==> config.mk <==
export PLATFORM = sky130hd
export DESIGN_NAME = cbi_top
export DESIGN_NICKNAME = d
export VERILOG_FILES = /design/src/cbi_pkg.sv /design/src/cbi_shift_reg.sv /design/src/cbi_top.sv
export SDC_FILE = /design/constraint.sdc
export NUM_CORES = 1
export LEC_CHECK = 0
export BUFFER_PORTS_ARGS = -buffer_cell sky130_fd_sc_hd__buf_2
export CORE_ASPECT_RATIO = 0.75
export CORE_MARGIN = 2
export CORE_UTILIZATION = 52
export CTS_CLUSTER_DIAMETER = 40
export DETAILED_ROUTE_END_ITERATION = 8
export GPL_TIMING_DRIVEN = 1
export PLACE_DENSITY = 0.8
export SLEW_MARGIN = 5
export SYNTH_ARGS = -nofsm -noshare
export SYNTH_HDL_FRONTEND = slang
export SYNTH_SLANG_ARGS = --single-unit
export TNS_END_PERCENT = 20
==> constraint.sdc <==
create_clock -name SYS_CLK -period 3.72 [get_ports SYS_CLK]
set_input_delay 0.744 -clock SYS_CLK [delete_from_list [all_inputs] [get_ports SYS_CLK]]
set_output_delay 0.744 -clock SYS_CLK [all_outputs]
set_load 0.05 [all_outputs]
==> src/cbi_pkg.sv <==
// Package of the CPU system bus interface: register map, field positions,
// reset values, bus-cycle timing counts and the cycle sequencer states.
// Assumes a 100 MHz SYS_CLK; all counts are in SYS_CLK cycles.
package cbi_pkg;

  // Register byte offsets on APB
  localparam logic [7:0] CBI_OFS_ADDR  = 8'h00; // Cycle address, 16 bits
  localparam logic [7:0] CBI_OFS_WDATA = 8'h04; // Write data, 8 bits
  localparam logic [7:0] CBI_OFS_CMD   = 8'h08; // Cycle command
  localparam logic [7:0] CBI_OFS_CYC   = 8'h0C; // Cycle state, read only
  localparam logic [7:0] CBI_OFS_PSTAT = 8'h10; // Processor status
  localparam logic [7:0] CBI_OFS_RDATA = 8'h14; // Captured read data
  localparam logic [7:0] CBI_OFS_EXT   = 8'h18; // Extension register
  localparam logic [7:0] CBI_OFS_SHIFT = 8'h1C; // Serial shift trigger

  // Command register fields
  localparam int CBI_CMD_GO_BIT   = 0;
  localparam int CBI_CMD_READ_BIT = 1;
  localparam int CBI_CMD_EXT_LSB  = 2;  // Three extra status bits, 4:2

  // Cycle state register fields
  localparam int CBI_CYC_BUSY_BIT  = 0;
  localparam int CBI_CYC_OWN_BIT   = 1;
  localparam int CBI_CYC_ABORT_BIT = 2;

  // Processor status register fields
  localparam int CBI_PST_FLAG_LSB = 0;  // Flags 0..2
  localparam int CBI_PST_IE_BIT   = 3;
  localparam int CBI_PST_SA_BIT   = 4;
  localparam int CBI_PST_SB_BIT   = 5;

  // Reset values
  localparam logic [15:0] CBI_ADDR_RST  = 16'h0000;
  localparam logic [7:0]  CBI_BYTE_RST  = 8'h00;
  localparam logic [2:0]  CBI_FLAG_RST  = 3'h0;

  // Bus-cycle timing in SYS_CLK cycles
  localparam logic [3:0] CBI_ADS_CYCLES    = 4'h2; // Address strobe low
  localparam logic [3:0] CBI_SETUP_CYCLES  = 4'h1; // Gap before data strobe
  localparam logic [3:0] CBI_STROBE_CYCLES = 4'h3; // Least data strobe width

  typedef enum logic [2:0] {
    CBI_ST_IDLE,
    CBI_ST_ADS,
    CBI_ST_SETUP,
    CBI_ST_STROBE,
    CBI_ST_TAIL
  } cbi_state_t;

endpackage

==> src/cbi_shift_reg.sv <==
// Extension register with serial shift: load from software, right shift
// with the serial input entering at the top, latched serial output.
// Assumes load and shift are one-cycle pulses in the SYS_CLK domain.
`timescale 1ns/1ps
module cbi_shift_reg #(
  parameter int WIDTH = 8
) (
  input  wire logic             clk,
  input  wire logic             rst,
  input  wire logic             load_en,
  input  wire logic [WIDTH-1:0] load_val,
  input  wire logic             shift_en,
  input  wire logic             ser_in,
  output logic      [WIDTH-1:0] value,
  output logic                  ser_out
);

  logic [WIDTH-1:0] ext_r;
  logic [WIDTH-1:0] ext_nxt;
  logic             ser_out_r;
  logic             ser_out_nxt;

  // Load wins over a shift in the same cycle, software intent is newer
  always_comb begin
    ext_nxt     = ext_r;
    ser_out_nxt = ser_out_r;
    if (load_en) begin
      ext_nxt = load_val;
    end else if (shift_en) begin
      ext_nxt     = {ser_in, ext_r[WIDTH-1:1]};
      ser_out_nxt = ext_r[0];
    end
  end

  // Output bit stays latched between shifts
  always_ff @(posedge clk or posedge rst) begin
    if (rst) begin
      ext_r  <= '0;
      ser_out_r <= 1'b0;
    end else begin
      ext_r  <= ext_nxt;
      ser_out_r <= ser_out_nxt;
    end
  end

  assign value   = ext_r;
  assign ser_out = ser_out_r;

endmodule // cbi_shift_reg

==> src/cbi_top.sv <==
// Top of the CPU system bus interface: APB register slave, bus cycle
// sequencer with grant chain, strobes, cycle extension, sense, flags, serial.
// Assumes all pin inputs are synchronous to SYS_CLK; floating wires are
// resolved outside from the _OE outputs.
`timescale 1ns/1ps
module cbi_top #(
  parameter int AW = 8
) (
  input  wire logic          SYS_CLK,
  input  wire logic          RST,
  input  wire logic          PSEL,
  input  wire logic          PENABLE,
  input  wire logic          PWRITE,
  input  wire logic [AW-1:0] PADDR,
  input  wire logic [31:0]   PWDATA,
  output logic      [31:0]   PRDATA,
  output logic               PREADY,
  output logic               PSLVERR,
  input  wire logic          BUS_GRANT_IN,
  output logic               BUS_GRANT_OUT,
  output logic               ADDR_STATUS_STROBE_N,
  output logic               READ_STROBE_N,
  output logic               READ_STROBE_OE,
  output logic               WRITE_STROBE_N,
  output logic               WRITE_STROBE_OE,
  input  wire logic          CYCLE_EXTEND_N,
  input  wire logic [7:0]    DATA_IN,
  output logic      [7:0]    DATA_OUT,
  output logic               DATA_OE,
  output logic      [11:0]   LOW_ADDRESS_LINES,
  output logic               LOW_ADDRESS_OE,
  input  wire logic          SENSE_A,
  input  wire logic          SENSE_B,
  output logic               INT_REQ,
  input  wire logic          SERIAL_IN_LINE,
  output logic               SERIAL_OUT_LINE,
  output logic      [2:0]    FLAG_OUT
);

  cbi_pkg::cbi_state_t state_r;
  cbi_pkg::cbi_state_t state_nxt;
  logic [3:0]  cnt_r;
  logic [3:0]  cnt_nxt;
  logic        pend_r;
  logic        pend_nxt;
  logic        is_read_r;
  logic        is_read_nxt;
  logic [2:0]  cmd_ext_r;
  logic [2:0]  cmd_ext_nxt;
  logic        abort_r;
  logic        abort_nxt;
  logic [15:0] addr_r;
  logic [15:0] addr_nxt;
  logic [7:0]  wdata_r;
  logic [7:0]  wdata_nxt;
  logic [7:0]  rdata_r;
  logic [7:0]  rdata_nxt;
  logic [2:0]  flag_r;
  logic [2:0]  flag_nxt;
  logic        ie_r;
  logic        ie_nxt;
  logic        sense_a_r;
  logic        sense_b_r;
  logic        irq_r;
  logic        irq_nxt;
  logic        gout_r;
  logic        gout_nxt;
  logic        ads_n_r;
  logic        ads_n_nxt;
  logic        rd_n_r;
  logic        rd_n_nxt;
  logic        wr_n_r;
  logic        wr_n_nxt;
  logic        own_r;
  logic        own_nxt;
  logic [7:0]  dout_r;
  logic [7:0]  dout_nxt;
  logic        doe_r;
  logic        doe_nxt;
  logic [31:0] prdata_r;
  logic [31:0] prdata_nxt;
  logic        pready_r;
  logic        pready_nxt;
  logic        pslverr_r;
  logic        pslverr_nxt;
  logic        apb_setup;
  logic        apb_wr;
  logic        busy;
  logic        start_cmd;
  logic        ext_load;
  logic        ext_shift;
  logic [7:0]  ext_val;
  logic        ser_out_bit;
  logic [31:0] rd_word;
  logic        mapped;

  assign apb_setup = PSEL && !PENABLE;
  assign apb_wr    = PSEL && PENABLE && pready_r && PWRITE;
  assign busy      = pend_r || (state_r != cbi_pkg::CBI_ST_IDLE);
  assign start_cmd = apb_wr && (PADDR == AW'(cbi_pkg::CBI_OFS_CMD)) &&
                     PWDATA[cbi_pkg::CBI_CMD_GO_BIT] && !busy;
  assign ext_load  = apb_wr && (PADDR == AW'(cbi_pkg::CBI_OFS_EXT));
  assign ext_shift = apb_wr && (PADDR == AW'(cbi_pkg::CBI_OFS_SHIFT));

  // Extension register and serial line
  cbi_shift_reg #(
    .WIDTH (8)
  ) u_ext (
    .clk      (SYS_CLK),
    .rst      (RST),
    .load_en  (ext_load),
    .load_val (PWDATA[7:0]),
    .shift_en (ext_shift),
    .ser_in   (SERIAL_IN_LINE),
    .value    (ext_val),
    .ser_out  (ser_out_bit)
  );

  // Read mux; unmapped offsets read zero and raise PSLVERR
  always_comb begin
    rd_word = 32'h0000_0000;
    mapped  = 1'b1;
    case (PADDR)
      AW'(cbi_pkg::CBI_OFS_ADDR):  rd_word[15:0] = addr_r;
      AW'(cbi_pkg::CBI_OFS_WDATA): rd_word[7:0]  = wdata_r;
      AW'(cbi_pkg::CBI_OFS_CMD): begin
        rd_word[cbi_pkg::CBI_CMD_READ_BIT] = is_read_r;
        rd_word[cbi_pkg::CBI_CMD_EXT_LSB +: 3] = cmd_ext_r;
      end
      AW'(cbi_pkg::CBI_OFS_CYC): begin
        rd_word[cbi_pkg::CBI_CYC_BUSY_BIT]  = busy;
        rd_word[cbi_pkg::CBI_CYC_OWN_BIT]   = own_r;
        rd_word[cbi_pkg::CBI_CYC_ABORT_BIT] = abort_r;
      end
      AW'(cbi_pkg::CBI_OFS_PSTAT): begin
        rd_word[cbi_pkg::CBI_PST_FLAG_LSB +: 3] = flag_r;
        rd_word[cbi_pkg::CBI_PST_IE_BIT] = ie_r;
        rd_word[cbi_pkg::CBI_PST_SA_BIT] = sense_a_r;
        rd_word[cbi_pkg::CBI_PST_SB_BIT] = sense_b_r;
      end
      AW'(cbi_pkg::CBI_OFS_RDATA): rd_word[7:0] = rdata_r;
      AW'(cbi_pkg::CBI_OFS_EXT):   rd_word[7:0] = ext_val;
      AW'(cbi_pkg::CBI_OFS_SHIFT): rd_word = 32'h0000_0000;
      default:                     mapped  = 1'b0;
    endcase
  end

  // APB answer: one wait-free access, data prepared in the setup cycle
  always_comb begin
    pready_nxt  = apb_setup;
    prdata_nxt  = apb_setup ? rd_word : 32'h0000_0000;
    pslverr_nxt = apb_setup && !mapped;
  end

  // Software-visible configuration; address and data frozen while busy
  // so the pins stay stable through a whole cycle
  always_comb begin
    addr_nxt    = addr_r;
    wdata_nxt   = wdata_r;
    is_read_nxt = is_read_r;
    cmd_ext_nxt = cmd_ext_r;
    flag_nxt    = flag_r;
    ie_nxt      = ie_r;
    if (apb_wr && !busy && (PADDR == AW'(cbi_pkg::CBI_OFS_ADDR))) begin
      addr_nxt = PWDATA[15:0];
    end
    if (apb_wr && !busy && (PADDR == AW'(cbi_pkg::CBI_OFS_WDATA))) begin
      wdata_nxt = PWDATA[7:0];
    end
    if (start_cmd) begin
      is_read_nxt = PWDATA[cbi_pkg::CBI_CMD_READ_BIT];
      cmd_ext_nxt = PWDATA[cbi_pkg::CBI_CMD_EXT_LSB +: 3];
    end
    if (apb_wr && (PADDR == AW'(cbi_pkg::CBI_OFS_PSTAT))) begin
      flag_nxt = PWDATA[cbi_pkg::CBI_PST_FLAG_LSB +: 3];
      ie_nxt   = PWDATA[cbi_pkg::CBI_PST_IE_BIT];
    end
    irq_nxt = ie_r && sense_a_r;
  end

  // Cycle sequencer
  always_comb begin
    state_nxt = state_r;
    cnt_nxt   = cnt_r;
    pend_nxt  = pend_r;
    rdata_nxt = rdata_r;
    abort_nxt = abort_r;
    if (start_cmd) begin
      pend_nxt  = 1'b1;
      abort_nxt = 1'b0;
    end
    case (state_r)
      cbi_pkg::CBI_ST_IDLE: begin
        if (pend_r && BUS_GRANT_IN) begin
          state_nxt = cbi_pkg::CBI_ST_ADS;
          cnt_nxt   = cbi_pkg::CBI_ADS_CYCLES - 4'h1;
          pend_nxt  = 1'b0;
        end
      end
      cbi_pkg::CBI_ST_ADS: begin
        if (cnt_r == 4'h0) begin
          state_nxt = cbi_pkg::CBI_ST_SETUP;
          cnt_nxt   = cbi_pkg::CBI_SETUP_CYCLES - 4'h1;
        end else begin
          cnt_nxt = cnt_r - 4'h1;
        end
      end
      cbi_pkg::CBI_ST_SETUP: begin
        if (cnt_r == 4'h0) begin
          state_nxt = cbi_pkg::CBI_ST_STROBE;
          cnt_nxt   = cbi_pkg::CBI_STROBE_CYCLES - 4'h1;
        end else begin
          cnt_nxt = cnt_r - 4'h1;
        end
      end
      cbi_pkg::CBI_ST_STROBE: begin
        if (cnt_r != 4'h0) begin
          cnt_nxt = cnt_r - 4'h1;
        end else if (CYCLE_EXTEND_N) begin
          state_nxt = cbi_pkg::CBI_ST_TAIL;
          if (is_read_r) begin
            rdata_nxt = DATA_IN;
          end
        end
      end
      cbi_pkg::CBI_ST_TAIL: state_nxt = cbi_pkg::CBI_ST_IDLE;
      default:              state_nxt = cbi_pkg::CBI_ST_IDLE;
    endcase
    // Losing the grant ends the cycle at once; the abort flag records it
    // and beats a clearing start in the same cycle
    if (!BUS_GRANT_IN && (state_r != cbi_pkg::CBI_ST_IDLE)) begin
      state_nxt = cbi_pkg::CBI_ST_IDLE;
      abort_nxt = 1'b1;
    end
  end

  // Pin values are derived from the next state so they leave flip-flops
  // aligned with the state itself
  always_comb begin
    own_nxt   = (state_nxt != cbi_pkg::CBI_ST_IDLE);
    gout_nxt  = BUS_GRANT_IN && !own_nxt;
    ads_n_nxt = !(state_nxt == cbi_pkg::CBI_ST_ADS);
    rd_n_nxt  = !((state_nxt == cbi_pkg::CBI_ST_STROBE) && is_read_r);
    wr_n_nxt  = !((state_nxt == cbi_pkg::CBI_ST_STROBE) && !is_read_r);
    doe_nxt   = (state_nxt == cbi_pkg::CBI_ST_ADS) ||
                ((state_nxt == cbi_pkg::CBI_ST_STROBE) && !is_read_r);
    if (state_nxt == cbi_pkg::CBI_ST_ADS) begin
      dout_nxt = {cmd_ext_r, is_read_r, addr_r[15:12]};
    end else if (doe_nxt) begin
      dout_nxt = wdata_r;
    end else begin
      dout_nxt = 8'h00;
    end
  end

  // Registers of the whole block except the extension register in u_ext
  always_ff @(posedge SYS_CLK or posedge RST) begin
    if (RST) begin
      state_r   <= cbi_pkg::CBI_ST_IDLE;
      cnt_r     <= 4'h0;
      pend_r    <= 1'b0;
      is_read_r <= 1'b0;
      cmd_ext_r <= 3'h0;
      abort_r   <= 1'b0;
      addr_r    <= cbi_pkg::CBI_ADDR_RST;
      wdata_r   <= cbi_pkg::CBI_BYTE_RST;
      rdata_r   <= cbi_pkg::CBI_BYTE_RST;
      flag_r    <= cbi_pkg::CBI_FLAG_RST;
      ie_r      <= 1'b0;
      sense_a_r <= 1'b0;
      sense_b_r <= 1'b0;
      irq_r     <= 1'b0;
      gout_r    <= 1'b0;
      ads_n_r   <= 1'b1;
      rd_n_r    <= 1'b1;
      wr_n_r    <= 1'b1;
      own_r     <= 1'b0;
      dout_r    <= 8'h00;
      doe_r     <= 1'b0;
      prdata_r  <= 32'h0000_0000;
      pready_r  <= 1'b0;
      pslverr_r <= 1'b0;
    end else begin
      state_r   <= state_nxt;
      cnt_r     <= cnt_nxt;
      pend_r    <= pend_nxt;
      is_read_r <= is_read_nxt;
      cmd_ext_r <= cmd_ext_nxt;
      abort_r   <= abort_nxt;
      addr_r    <= addr_nxt;
      wdata_r   <= wdata_nxt;
      rdata_r   <= rdata_nxt;
      flag_r    <= flag_nxt;
      ie_r      <= ie_nxt;
      sense_a_r <= SENSE_A;
      sense_b_r <= SENSE_B;
      irq_r     <= irq_nxt;
      gout_r    <= gout_nxt;
      ads_n_r   <= ads_n_nxt;
      rd_n_r    <= rd_n_nxt;
      wr_n_r    <= wr_n_nxt;
      own_r     <= own_nxt;
      dout_r    <= dout_nxt;
      doe_r     <= doe_nxt;
      prdata_r  <= prdata_nxt;
      pready_r  <= pready_nxt;
      pslverr_r <= pslverr_nxt;
    end
  end

  // Ports; data strobes and address float with ownership
  assign PRDATA               = prdata_r;
  assign PREADY               = pready_r;
  assign PSLVERR              = pslverr_r;
  assign BUS_GRANT_OUT        = gout_r;
  assign ADDR_STATUS_STROBE_N = ads_n_r;
  assign READ_STROBE_N        = rd_n_r;
  assign READ_STROBE_OE       = own_r;
  assign WRITE_STROBE_N       = wr_n_r;
  assign WRITE_STROBE_OE      = own_r;
  assign DATA_OUT             = dout_r;
  assign DATA_OE              = doe_r;
  assign LOW_ADDRESS_LINES    = addr_r[11:0];
  assign LOW_ADDRESS_OE       = own_r;
  assign INT_REQ              = irq_r;
  assign SERIAL_OUT_LINE      = ser_out_bit;
  assign FLAG_OUT             = flag_r;

endmodule // cbi_top

==> summary.txt <==
Status
  – Status: finished, final reports clean

Timing
  – Setup TNS: 0 ns
  – Finish-stage setup viols: 0
  – Max frequency: 410.5 MHz
  – Skew final: 0.004950 ns
  – Fin crit share: approximately two thirds
  – Final count of pins violating max slew: 0
  – Tmin final: 2.436 ns
  – Hold WS: just under 0.5 ns
  – Worst-margin pin slew: just over 0.9 ns
  – Final hold violation count: 0
  – RSZ-0062 raised after global routing: no
  – Max-slew headroom: 39.36%

Final layout
  – Fraction of layout instances using a drive strength above 1: 38.88%
  – Final Instance Area: 5079 sq um
  – Area delta synth->final: 15.28%
  – Nets@finish: 500
  – Area of the multi-input gates: roughly 1800 sq um
  – Fillers: 707
  – Reg area: 2331 sq um
  – # diodes: 0

Worst setup path
  – R2r startpoint: cnt_r[0]$_DFFE_PP0P_
  – CP startpoint kind: flip-flop
  – CP Class: flip-flop to flip-flop
  – Worst path required time: 3.94 ns
  – Worst Path Arrival: about 2.7 ns
  – R2R setup slack: 1.28 ns
  – Setup crit end kind: flip-flop
  – CP Max Fanout: 9
  – R2R Path End: LOW_ADDRESS_OE$_DFF_PP0_
  – Reg2reg path depth: 6

Min path
  – Worst Hold Launch: sense_a_r$_DFF_PP0_
  – Hold Path Sink: INT_REQ$_DFF_PP0_
  – Hold depth: 1
  – Hold Path Class: flip-flop to flip-flop

Flow run
  – Maxcap violations: 0

Pwr
  – Pwr/cell area: 425.2 nW/um^2
  – Cell-internal power: 1.579 mW
  – Combinational cell fraction of total power: 10.7%
  – Clock group share of total power: 40.1%
  – Net Sw Frac: between 20 and 30%
  – Maximum vdd drop: 0.0002328 V
  – Sw power: 0.5807 mW
  – P_leak: 2.569 nW
  – Seq pwr share: 49.2%

Synth
  – Synthesized flop and latch total: 93
  – Asr flop ratio synth: 100.0%
  – Top_reg_cell synth: dfrtp_1
  – Syn Area/Cell: 12.07 sq um
  – Largest area contributor in the synthesized netlist: dfrtp_1
  – Cell count after synthesis: 365
  – Number of flops mapped to enable cells by yosys: 0
  – Ys Warns: 0
  – Register area share after synthesis: a little over half
  – Ranking of synthesized cells by area: dfrtp_1 (51%), mux2_2 (12%), buf_4 (5.1%)
  – Synth top area share: between 50% and 60%
  – Cell Area, Synth: approximately 4400 sq um
  – Synth cell count leaders: dfrtp_1 (90), mux2_2 (45), buf_4 (30)
  – Synth cell types: 53
  – Most frequent cell after synthesis: dfrtp_1

Floorplan
  – Initial Util: 52.79%
  – Core ar.: 8346 sq um
  – Chip height: 83.71 microns
  – Die width: between 100 and 150 microns
  – Floorplan row count: 29
  – I/O pin cnt: 125
  – Die area: about 9000 sq um

Drt
  – Final wirelength: 9504 microns
  – Drt first pass iters: 4
  – Vias/cell: about 5.6
  – Number of routed nets with antenna violations: 0
  – Vias: about 3100
  – WL per Instance: 17.19 microns
  – 1st-iter DRT viols: 247
  – Residual DRC: 0

GRT
  – Antenna violations before repair: 0
  – Total GRT Usage: between 20% and 30%
  – Global-route wire length before repair: 15350 microns
  – Vias in the first global route: 3129
  – Grt ovf: 0
  – Pin count of the biggest net entering global routing: 50

Clocking
  – Hold-fix buffers, CTS: 0
  – TritonCTS Buffers: 9
  – TritonCTS clock tree: yes
  – Resize count post-CTS: 0
  – Clk buf depth: 2
  – Clock slew at reported path FFs: 0.07 ns
  – CTS sink cnt: 93
  – Root Driver: clkbuf_16
  – Setup Fix Bufs, Post-CTS: 0
  – H-Tree Depth: 3
  – Clk_lat worst skew: 0.34 ns

Placement
  – Placed cell area: 4797 sq um
  – Routability Congestion: 0.8886
  – Dpl hpwl: 6726 microns
  – PortBufs: 92
## per-layer routing
metal,GRT usage [%],vias up,part of all wire [%]
met1,29.86,1538,46
met2,33.18,132,45
met5,0,-,0
met3,6.401,20,7.6
li1,-,1414,-
met4,7.159,0,1.9
## per-stage QoR
stage	utilization [%]	power, mW	worst slack [ns]	cells
finish	60.85	2.159	1.284	553
global route	60.85	2.250	1.120	553
CTS	60.85	2.179	1.329	553
detailed placement	57.48	1.313	1.154	537
global placement	57.48	1.302	1.174	537
floorplan	-	1.260	0.5607	380
## power by group through the flow
stage	clock network, mW	logic (mW)	registers, mW
floorplan	0	0.174	1.09
global placement	0	0.223	1.08
detailed placement	0	0.231	1.08
CTS	0.885	0.232	1.06
global route	0.930	0.255	1.07
finish	0.865	0.231	1.06
## worst max-delay path, cell delays in order (launching register included)
cell      delay, ns
dfrtp_1        0.42
inv_1          0.10
ha_1           0.21
and4bb_2       0.30
mux2i_1        0.73
nor2_2         0.17
or3_1          0.38
## cells by family (layout without fill, tap and decap cells)
family                   after synthesis  count (layout)  share of synthesized area (%)
flip-flops                            93              93                          52.91
other                                  1              16                        0.08512
AO/OA/AOI/OAI                         51              51                          7.612
buffers and inverters                 53             118                          7.327
adder cells (fa/ha/maj)                2               2                         0.5679
multiplexers                          68              68                          18.15
AND/OR/NAND/NOR                       97              97                          13.35
## flip-flops by register name, summed over array words and instances, names as in the netlist, 3 cells and up
name,cells
wdata_r,8
rdata_r,8
FLAG_OUT,3
addr_r,16
u_ext.value,8
state_r,3
PRDATA,16
DATA_OUT,8
cmd_ext_r,3
cnt_r,4
## layout make-up
type,instances,area share [%]
clock inverter,6,1.035
multi-input combinational,234,35.60
timing repair buffer,95,9.756
clock buffer,10,4.509
sequential,93,45.90
inverter,7,0.5420
tap,108,2.661
## layout by cell type, fill, tap and decap left out, types with 2 or more instances in the layout
cell type	n
buf_2	92
dfrtp_1	90
mux2_2	45
nor2_1	21
a21oi_1	20
mux2i_1	18
conb_1	16
nand2_1	12
and2_1	9
clkbuf_16	9
nand4b_1	8
o211ai_1	8
nor2b_1	7
inv_1	6
nand3_1	6
mux4_2	5
nor3_1	4
or3_1	4
o21ai_0	4
dfstp_2	3
nand4_1	3
nor4_1	3
nand3b_1	3
nand2b_1	3
a22oi_1	3
inv_6	3
or2_2	2
nor4b_1	2
o21bai_1	2
a22o_1	2
a211oi_1	2
a21boi_0	2
ha_1	2
clkinvlp_4	2
buf_4	2
## how the worst max path moves through the flow
stage                         start                        to  slack, ns  cells past startpoint
3_5_place_dp               PADDR[5]    wdata_r[7]$_DFFE_PP0P_       1.15                      5
2_1_floorplan                   RST   BUS_GRANT_OUT$_DFF_PP0_       0.56                      1
4_1_cts        cnt_r[0]$_DFFE_PP0P_  LOW_ADDRESS_OE$_DFF_PP0_       1.33                      6
3_3_place_gp               PADDR[5]    wdata_r[5]$_DFFE_PP0P_       1.17                      5
5_1_grt        cnt_r[0]$_DFFE_PP0P_  LOW_ADDRESS_OE$_DFF_PP0_       1.12                      6
6_report       cnt_r[0]$_DFFE_PP0P_  LOW_ADDRESS_OE$_DFF_PP0_       1.28                      6
Note: power is estimated with default switching activity, not from simulation.
